===== src/qdac_params.svh =====
// Constants for the quad DAC serial load link: widths, field positions, codes, offsets, timing.
`ifndef QDAC_PARAMS_SVH
`define QDAC_PARAMS_SVH

`define QDAC_WORD_W 16
`define QDAC_CODE_W 12
`define QDAC_NUM_CH 4
`define QDAC_ADDR_HI_BIT 15
`define QDAC_ADDR_LO_BIT 14
`define QDAC_DATA_MSB 11
`define QDAC_ZERO_CODE 12'h000
`define QDAC_MID_CODE 12'h800
`define QDAC_MID_BIT 11
`define QDAC_FULL_CODE 12'hfff
`define QDAC_WORD_RESET 16'h0000
`define QDAC_BIT_CNT_W 5
`define QDAC_BITS_PER_WORD 5'h10
`define QDAC_BIT_CNT_RESET 5'h00
`define QDAC_BIT_CNT_ONE 5'h01

`define QDAC_APB_ADDR_W 8
`define QDAC_REG_DATA 8'h00
`define QDAC_REG_CTRL 8'h04
`define QDAC_REG_STATUS 8'h08
`define QDAC_CTRL_CLEAR_BIT 0
`define QDAC_CTRL_LEVEL_BIT 1
`define QDAC_STATUS_BUSY_BIT 0
`define QDAC_RDATA_RESET 32'h00000000

`define QDAC_CLK_PERIOD_NS 10
`define QDAC_SCLK_HALF_NS 80
`define QDAC_HALF_CYCLES (((`QDAC_SCLK_HALF_NS) / (`QDAC_CLK_PERIOD_NS)) < 1 ? 1 : \
    ((`QDAC_SCLK_HALF_NS) / (`QDAC_CLK_PERIOD_NS)))
`define QDAC_DIV_W 8

`endif


===== src/qdac_pkg.sv =====
// Types for the quad DAC serial load link: the code type for the front end, the state type for the controller.
`default_nettype none
package qdac_pkg;

    typedef logic [11:0] qdac_code_type;

    typedef enum logic [5:0] {
        QDAC_IDLE = 6'h01,
        QDAC_SELECT = 6'h02,
        QDAC_CLK_LOW = 6'h04,
        QDAC_CLK_HIGH = 6'h08,
        QDAC_DESELECT = 6'h10,
        QDAC_LOAD = 6'h20
    } qdac_host_state_type;

endpackage : qdac_pkg
`default_nettype wire


===== src/qdac_link_if.sv =====
// Pin-level link between the serial controller and the quad DAC front end.
`timescale 1ns/10ps
`default_nettype none
interface qdac_link_if;
    logic sclk;
    logic cs_n;
    logic serial_data_in;
    logic load_strobe_n;
    logic clear_n;
    logic clear_level_select;

    modport device (
        input sclk,
        input cs_n,
        input serial_data_in,
        input load_strobe_n,
        input clear_n,
        input clear_level_select
    );

    modport host (
        output sclk,
        output cs_n,
        output serial_data_in,
        output load_strobe_n,
        output clear_n,
        output clear_level_select
    );
endinterface : qdac_link_if
`default_nettype wire


===== src/qdac_tick_gen.sv =====
// Half-period tick generator that paces the serial clock made by the controller.
`timescale 1ns/10ps
`default_nettype none
`include "qdac_params.svh"
module qdac_tick_gen (
    input wire logic clk,
    input wire logic resetn,
    output logic tick
);
    logic [`QDAC_DIV_W-1:0] count;
    logic [`QDAC_DIV_W-1:0] next_count;
    logic next_tick;

    // Wrap at the half-period count, one-cycle tick at the wrap
    always_comb begin
        next_tick = 1'b0;
        next_count = count + `QDAC_DIV_W'(1);
        if (count == `QDAC_DIV_W'(`QDAC_HALF_CYCLES - 1)) begin
            next_count = '0;
            next_tick = 1'b1;
        end
    end

    always_ff @(posedge clk or negedge resetn) begin
        if (!resetn) begin
            count <= '0;
            tick <= 1'b0;
        end else begin
            count <= next_count;
            tick <= next_tick;
        end
    end
endmodule : qdac_tick_gen
`default_nettype wire


===== src/qdac_host.sv =====
// Serial controller for the quad DAC: APB registers, word shifter, load and clear pins.
`timescale 1ns/10ps
`default_nettype none
`include "qdac_params.svh"
module qdac_host
    import qdac_pkg::*;
(
    input wire logic clk,
    input wire logic resetn,
    input wire logic psel,
    input wire logic penable,
    input wire logic pwrite,
    input wire logic [`QDAC_APB_ADDR_W-1:0] paddr,
    input wire logic [31:0] pwdata,
    output logic [31:0] prdata,
    output logic pready,
    output logic pslverr,
    qdac_link_if.host link
);

    ////////////////////////////////////////////////////////////////////////////
    // Pacing and state

    logic tick;
    qdac_tick_gen u_tick (
        .clk(clk),
        .resetn(resetn),
        .tick(tick)
    );

    qdac_host_state_type state, next_state;
    logic [`QDAC_WORD_W-1:0] word, next_word;
    logic [`QDAC_BIT_CNT_W-1:0] bits, next_bits;
    logic start, next_start;
    logic sclk, next_sclk, cs_n, next_cs_n, sdo, next_sdo, ld_n, next_ld_n;
    logic clr_n, next_clr_n, lvl, next_lvl;
    logic [31:0] next_prdata;
    logic next_pready, next_pslverr;
    logic access, wr, busy;

    assign busy = start | (state != QDAC_IDLE);
    assign access = psel & penable & ~pready;
    assign wr = psel & penable & pready & pwrite & ~pslverr;

    ////////////////////////////////////////////////////////////////////////////
    // APB slave, one wait state

    always_comb begin
        next_pready = access;
        next_pslverr = 1'b0;
        next_prdata = `QDAC_RDATA_RESET;
        if (access) begin
            case (paddr)
                `QDAC_REG_DATA: begin
                    next_prdata[`QDAC_WORD_W-1:0] = word;
                    next_pslverr = pwrite & busy; // refused while a word is in flight
                end
                `QDAC_REG_CTRL: begin
                    next_prdata[`QDAC_CTRL_CLEAR_BIT] = ~clr_n;
                    next_prdata[`QDAC_CTRL_LEVEL_BIT] = lvl;
                end
                `QDAC_REG_STATUS: begin
                    next_prdata[`QDAC_STATUS_BUSY_BIT] = busy;
                    next_pslverr = pwrite;
                end
                default: begin
                    next_pslverr = 1'b1;
                end
            endcase
        end
    end

    ////////////////////////////////////////////////////////////////////////////
    // Word sequencer

    // Idle with clock and select high so selecting makes no combined rise
    always_comb begin
        next_state = state;
        next_word = word;
        next_bits = bits;
        next_start = start;
        next_sclk = sclk;
        next_cs_n = cs_n;
        next_sdo = sdo;
        next_ld_n = ld_n;
        next_clr_n = clr_n;
        next_lvl = lvl;
        if (wr && paddr == `QDAC_REG_CTRL) begin
            // Limitation: change level and clear in separate writes, else the
            // device's decoded clears may glitch while both pins move
            next_clr_n = ~pwdata[`QDAC_CTRL_CLEAR_BIT];
            next_lvl = pwdata[`QDAC_CTRL_LEVEL_BIT];
        end
        if (wr && paddr == `QDAC_REG_DATA) begin
            next_word = pwdata[`QDAC_WORD_W-1:0];
            next_start = 1'b1;
        end
        if (tick) begin
            case (state)
                QDAC_IDLE: begin
                    if (start) begin
                        next_cs_n = 1'b0;
                        next_bits = `QDAC_BIT_CNT_RESET;
                        next_state = QDAC_SELECT;
                    end
                end
                QDAC_SELECT, QDAC_CLK_HIGH: begin
                    if (bits == `QDAC_BITS_PER_WORD) begin
                        next_cs_n = 1'b1;
                        next_state = QDAC_DESELECT;
                    end else begin
                        next_sclk = 1'b0;
                        next_sdo = word[`QDAC_WORD_W-1];
                        next_word = {word[`QDAC_WORD_W-2:0], word[`QDAC_WORD_W-1]};
                        next_state = QDAC_CLK_LOW;
                    end
                end
                QDAC_CLK_LOW: begin
                    next_sclk = 1'b1;
                    next_bits = bits + `QDAC_BIT_CNT_ONE;
                    next_state = QDAC_CLK_HIGH;
                end
                QDAC_DESELECT: begin
                    next_ld_n = 1'b0;
                    next_state = QDAC_LOAD;
                end
                QDAC_LOAD: begin
                    next_ld_n = 1'b1;
                    next_start = 1'b0;
                    next_state = QDAC_IDLE;
                end
                default: begin
                    next_state = QDAC_IDLE;
                end
            endcase
        end
    end

    // Registers; every pin driven from a flop
    always_ff @(posedge clk or negedge resetn) begin
        if (!resetn) begin
            state <= QDAC_IDLE;
            word <= `QDAC_WORD_RESET;
            bits <= `QDAC_BIT_CNT_RESET;
            start <= 1'b0;
            sclk <= 1'b1;
            cs_n <= 1'b1;
            sdo <= 1'b0;
            ld_n <= 1'b1;
            clr_n <= 1'b1;
            lvl <= 1'b0;
            prdata <= `QDAC_RDATA_RESET;
            pready <= 1'b0;
            pslverr <= 1'b0;
        end else begin
            state <= next_state;
            word <= next_word;
            bits <= next_bits;
            start <= next_start;
            sclk <= next_sclk;
            cs_n <= next_cs_n;
            sdo <= next_sdo;
            ld_n <= next_ld_n;
            clr_n <= next_clr_n;
            lvl <= next_lvl;
            prdata <= next_prdata;
            pready <= next_pready;
            pslverr <= next_pslverr;
        end
    end

    assign link.sclk = sclk;
    assign link.cs_n = cs_n;
    assign link.serial_data_in = sdo;
    assign link.load_strobe_n = ld_n;
    assign link.clear_n = clr_n;
    assign link.clear_level_select = lvl;

endmodule : qdac_host
`default_nettype wire


===== src/flat_wrapper.sv =====
// flat-port wrapper written by rule: the top's interface ports become plain ports
module qdac_host_flat import qdac_pkg::*;
  (clk, resetn, psel, penable, pwrite, paddr, pwdata, prdata, pready, pslverr, link_sclk, link_cs_n, link_serial_data_in, link_load_strobe_n, link_clear_n, link_clear_level_select);
  qdac_link_if link_i ();
  input wire logic clk;
  input wire logic resetn;
  input wire logic psel;
  input wire logic penable;
  input wire logic pwrite;
  input wire logic [`QDAC_APB_ADDR_W-1:0] paddr;
  input wire logic [31:0] pwdata;
  output logic [31:0] prdata;
  output logic pready;
  output logic pslverr;
  output wire logic [$bits(link_i.sclk)-1:0] link_sclk;
  output wire logic [$bits(link_i.cs_n)-1:0] link_cs_n;
  output wire logic [$bits(link_i.serial_data_in)-1:0] link_serial_data_in;
  output wire logic [$bits(link_i.load_strobe_n)-1:0] link_load_strobe_n;
  output wire logic [$bits(link_i.clear_n)-1:0] link_clear_n;
  output wire logic [$bits(link_i.clear_level_select)-1:0] link_clear_level_select;
  assign link_sclk = link_i.sclk;
  assign link_cs_n = link_i.cs_n;
  assign link_serial_data_in = link_i.serial_data_in;
  assign link_load_strobe_n = link_i.load_strobe_n;
  assign link_clear_n = link_i.clear_n;
  assign link_clear_level_select = link_i.clear_level_select;
  qdac_host u_core (.clk(clk), .resetn(resetn), .psel(psel), .penable(penable), .pwrite(pwrite), .paddr(paddr), .pwdata(pwdata), .prdata(prdata), .pready(pready), .pslverr(pslverr), .link(link_i));
endmodule

===== config.mk =====
export PLATFORM = sky130hd
export DESIGN_NAME = qdac_host_flat
export DESIGN_NICKNAME = d
export VERILOG_FILES = /design/src/qdac_pkg.sv /design/src/qdac_link_if.sv /design/src/qdac_tick_gen.sv /design/src/qdac_host.sv /design/src/flat_wrapper.sv
export VERILOG_INCLUDE_DIRS = /design/src
export SDC_FILE = /design/constraint.sdc
export NUM_CORES = 1
export LEC_CHECK = 0
export ABC_CLOCK_PERIOD_IN_PS = 5180
export BUFFER_PORTS_ARGS = -buffer_cell sky130_fd_sc_hd__buf_2
export CAP_MARGIN = 20
export CORE_UTILIZATION = 50
export DETAILED_ROUTE_END_ITERATION = 16
export PLACE_DENSITY = 0.78
export SYNTH_ARGS = -nofsm -noshare
export SYNTH_HDL_FRONTEND = slang
export SYNTH_HIERARCHICAL = 1
export SYNTH_SLANG_ARGS = --single-unit

===== constraint.sdc =====
create_clock -name clk -period 5.18 [get_ports clk]
set_input_delay 0.259 -clock clk [delete_from_list [all_inputs] [get_ports clk]]
set_output_delay 0.259 -clock clk [all_outputs]
set_load 0.02 [all_outputs]

== Word-level counts from Yosys, hierarchy flattened ==
Cells that the tools add are included.
Word-level totals
  logic and storage cells: 83
  register bits after elaboration: 61
  output and inout bits: 40
Cells by class
  bitwise operators: 12
  add/subtract/negate cells: 2
  reduce and logical (&&, ||, !) cells: 14
  muxes and demuxes: 26
  eq/ne operators: 14
Operators by type and width (number)
  $mux W16: 5
  $pmux W6 S4: 1
  $eq A8 B3 Y1 const B: 2
  $mux W14: 1
  $mux W5: 2
  $pmux W5 S2: 1
  $reduce_and A3 Y1: 3
  $add A8 B1 Y8 const B: 1
  $eq A8 B4 Y1 const B: 1
  $logic_not A8 Y1: 1
  $mux W1: 8
  $mux W8: 1
  $pmux W1 S2: 4
  $reduce_bool A2 Y1: 4
  $and A1 B1 Y1: 6
  $eq A6 B1 Y1 const B: 1
  $eq A6 B2 Y1 const B: 1
  $eq A6 B3 Y1 const B: 1
  $eq A6 B4 Y1 const B: 1
  $eq A6 B5 Y1 const B: 1
  $eq A6 B6 Y1 const B: 1
  $mux W6: 1
  $ne A6 B1 Y1 const B: 1
  $pmux W1 S3: 2
  10 further kinds: 17

== Depth between registers and ports, before layout ==
  depth after elaboration: 9
  gate-level depth with buffers: 7
  gate-level depth less buffers: 6

== By module ==
Netlist, hierarchy kept.
Modules (own cells, without submodules)
  qdac_host: seq. area each 1307.5 µm², cells each 250, area an instance 2529.9 µm², instances 1
  qdac_tick_gen: seq. area each 225.2 µm², cells each 29, area an instance 371.6 µm², instances 1

== Least setup slack after synthesis ==
Ideal clock, no wire load.
  path type: in2reg
  start point: input port paddr[1]
  end point: register u_core.word[0]
  setup time: 140 ps
  arrival time: 1739 ps
  data required time: 5040 ps
  stages on the path: 6
  path buffers: 2
  setup slack: 3301 ps
  cells stage by stage: or4_4 > or4_4 > buf_6 > buf_8 > nand2_1 > a31oi_1
Between the ends
  longest elaborated chain between the ends: 6
Ends and longest elaborated chain
  start: declaration: RTL line flat_wrapper.sv:10  | input wire logic [`QDAC_APB_ADDR_W-1:0] paddr;
  $logic_not A8 Y1 (no line) (*)
  $logic_and A1 B1 Y1 (no line) (*)
  $mux W16 (*): RTL line qdac_host.sv:94  | if (wr && paddr == `QDAC_REG_DATA) begin
  $mux W16: RTL line qdac_host.sv:108  | if (bits == `QDAC_BITS_PER_WORD) begin
  $mux W16: RTL line qdac_host.sv:99  | case (state)
  $mux W16 (*): RTL line qdac_host.sv:98  | if (tick) begin
  named net u_core.next_word[0]: RTL line qdac_host.sv:32  | logic [`QDAC_WORD_W-1:0] word, next_word;
  end signal: assignment: RTL line qdac_host.sv:143  | word <= `QDAC_WORD_RESET;
  end signal: assignment: RTL line qdac_host.sv:157  | word <= next_word;
  end: declaration: RTL line qdac_host.sv:32
The timed path passes the listed nets; every way through them passes the cells marked *.
A chain may end at the register's enable or synchronous reset.

== Final worst setup path ==
  start point: input port paddr[1]
  end point: register u_core.lvl, in the netlist u_core/link.clear_level_select
Between the ends
  longest elaborated chain between the ends: 2
Ends and longest elaborated chain
  $eq A8 B3 Y1 (no line)
  $logic_and A1 B1 Y1 (no line)
  end signal: assignment: RTL line qdac_host.sv:165  | lvl <= next_lvl;
  end: declaration: RTL line qdac_host.sv:36  | logic clr_n, next_clr_n, lvl, next_lvl;
Every way passes these cells.

==> summary.txt <==
Synth Warn #: 6
Max Cap Violations: 0
CTS tree: yes
maximum vdd drop: 0.158 mV
max_slew headroom: 0.388
EDFF count, synth: 0
final cycle utilization of the critical path: 0.400
Slew Viols, Final: 0
hold_buf cts: 0
crit path kind: input port to register
Max Freq: 0.483 GHz
area of the multi-input gates: 1190 sq um
PD cells: 293 nW/um^2
GPL Wtd Cong: 0.773
crit end category: register
setup TNS: 0 ns
worst-path fanout max: 17
RSZ-0062 raised after global routing: no
Synth top cells by count: dfrtp_1 (56), nand2_1 (28), nor2_1 (22)
Tot Pwr: 0.000979 W
core footprint: 5540 sq um
clk buf depth: 2
H-Tree Depth: 3
average size of a mapped cell: 10.4 sq um
Post-synth ARST share: 1.00
synthesis-to-finish area growth: 15.2%
Diodes inserted: 0
final WL: 5.50 mm
Total GRT Usage: 0.204
post-synthesis sequential area ratio: 0.528
Via Count: 2,172
clk_skew: 0.00973 ns
Die H: 78.2 microns
post-DR vias/cell: 5.35
Starting Density: 0.524
largest net degree at the start of global routing: 62
CP Data Arrival Time: 2.29 ns
dominant cell type by area after synthesis: dfrtp_1
clk_lat worst skew: 0.33 ns
I/O pin count: 85
CTS clk-pin slew, worst paths: 0.07 ns
Crit path max-delay family: simple AND/OR/NAND/NOR gates
post-DP HPWL: 3.70 mm
register area: 1530 sq um
worst endpoint required time: 5.40 ns
most frequent cell after synthesis: dfrtp_1
CP peak stage delay: 0.84 ns
cts bufs inserted: 9
design area: 3340 sq um
Post-Syn Area: 2900 sq um
LEAKAGE: 1.66 nW
Hold Fails Final Rpt: 0
Detailed Routing Iterations Pass 1: 4
Buf/Inv on CP: 1
Die X: 78.2 microns
Yosys cell types: 46
total congestion overflow: 0
share of cells above drive strength 1: 0.251
worst min path class: input port to asynchronous set/reset pin
share of the synthesized area in the top cell type: 0.483
Slowest cell on crit path: nor4_4
IO buf count: 52
synth top area cells: dfrtp_1 (48%), nand3b_1 (4.9%), dfstp_2 (4.5%)
FILL cells: 450
initial DRC count: 153
Mapped Cells: 279
first-pass GRT wire length: 9.51 mm
ANT nets after route: 0
worst-margin pin slew: 0.912 ns
post-cts resize count: 0
Rows: 27
fin nets: 378
number of global-route vias before repair: 2,045
initial antenna violation count: 0
worst-path cell chain: buf_2 -> or4_4 -> nor4_4 -> nand2_1 -> mux2_2
Die ar.: 6110 sq um
post-detailed-route wirelength per cell: 13.5 microns
clock net sink count: 61
Final min period: 2.07 ns
status: completed
Remaining DRCs: 0
DP Area: 3130 sq um
postcts setup bufs: 0
register bit total from synthesis: 61
clk root buf: clkbuf_8
# setup viols final: 0
Post-synth top flop: dfrtp_1
Critical Path Start Type: input port
-- per-stage QoR --
stage	cells	hold WS, ns	util	worst slack, ns
final	406	0.0593	0.603	3.11
after detailed placement	391	0.451	0.565	2.78
after CTS	406	0.0885	0.603	3.11
after global placement	391	0.446	0.565	2.80
after global routing	406	0.0903	0.603	3.01
after floorplan	294	-0.0366	-	3.30
-- cell usage in the layout (no fill, tap or decap), types with 4 or more instances in the layout --
| master | netlist | final |
|---|---|---|
| dfrtp_1 | 56 | 56 |
| conb_1 | 1 | 16 |
| nor4_1 | 4 | 4 |
| a31oi_1 | 17 | 17 |
| nand2_1 | 28 | 28 |
| buf_2 | 0 | 52 |
| nand3_1 | 7 | 7 |
| nand3b_1 | 19 | 19 |
| clkbuf_8 | 0 | 10 |
| inv_1 | 10 | 10 |
| o21ai_0 | 11 | 11 |
| nor2_1 | 22 | 22 |
| dfstp_2 | 5 | 5 |
| and2_1 | 14 | 14 |
| xor2_1 | 6 | 6 |
-- sequential cells by signal, indices dropped and copies added (netlist names) --
| name | cells |
|---|---|
| u_core/prdata | 16 |
| u_core/word | 16 |
| u_core/u_tick/count | 8 |
| u_core/state | 6 |
| u_core/bits | 5 |
| u_core/link.clear_level_select | 1 |
| u_core/link.clear_n | 1 |
| u_core/link.cs_n | 1 |
| u_core/link.load_strobe_n | 1 |
| u_core/link.sclk | 1 |
| u_core/link.serial_data_in | 1 |
| u_core/pready | 1 |
| u_core/pslverr | 1 |
| u_core/start | 1 |
| u_core/u_tick/tick | 1 |
-- report_power, final --
part           leakage [nW]  switching [W]  total (W)  internal [W]
Sequential            0.725     0.00000168   0.000480      0.000478
Combinational         0.819      0.0000312  0.0000446     0.0000134
Clock                 0.112       0.000176   0.000455      0.000279
Total                  1.66       0.000209   0.000979      0.000770
-- per-layer routing --
layer / up-vias / routed length [microns] / track usage
met5: - / 0 / 0
met4: 0 / 124 / 0.104
met3: 12 / 315 / 0.0570
met2: 79 / 2610 / 0.312
met1: 1036 / 2440 / 0.266
li1: 1045 / - / -
-- layout make-up --
cell class	instances	area share
Clock buffer	10	0.0412
Clock inverter	5	0.0225
Inverter	10	0.0112
Tap cell	72	0.0269
Timing Repair Buffer	54	0.0823
Multi-Input combinational cell	194	0.357
Sequential cell	61	0.458
-- worst paths after layout --
kind | startpoint | to | slack [ns] | depth (start not counted)
worst min-delay path | resetn | u_core/word[4] | 0.06 | 2
worst min register to register | u_core/link.sclk | u_core/link.sclk | 0.46 | 2
min in group clk | pwdata[0] | u_core/link.clear_n | 0.11 | 2
max in group asynchronous | resetn | u_core/state[1] | 4.60 | 2
worst max register to register | u_core/pready | u_core/link.clear_level_select | 3.12 | 4
worst max-delay path | paddr[1] | u_core/link.clear_level_select | 3.11 | 5
-- logic make-up (layout without fill, tap and decap cells) --
| kind of cell | count (synthesis) | in the layout | synth area share |
|---|---|---|---|
| mux | 5 | 5 | 0.0181 |
| fa+ha+maj | 3 | 3 | 0.0129 |
| flops | 61 | 61 | 0.528 |
| compound gates | 42 | 42 | 0.0927 |
| buf+inv | 39 | 79 | 0.0793 |
| simple gates | 120 | 120 | 0.243 |
| xor+xnor | 8 | 8 | 0.0241 |
| other cells | 1 | 16 | 0.00129 |
Power figures use the tool's default switching activity.
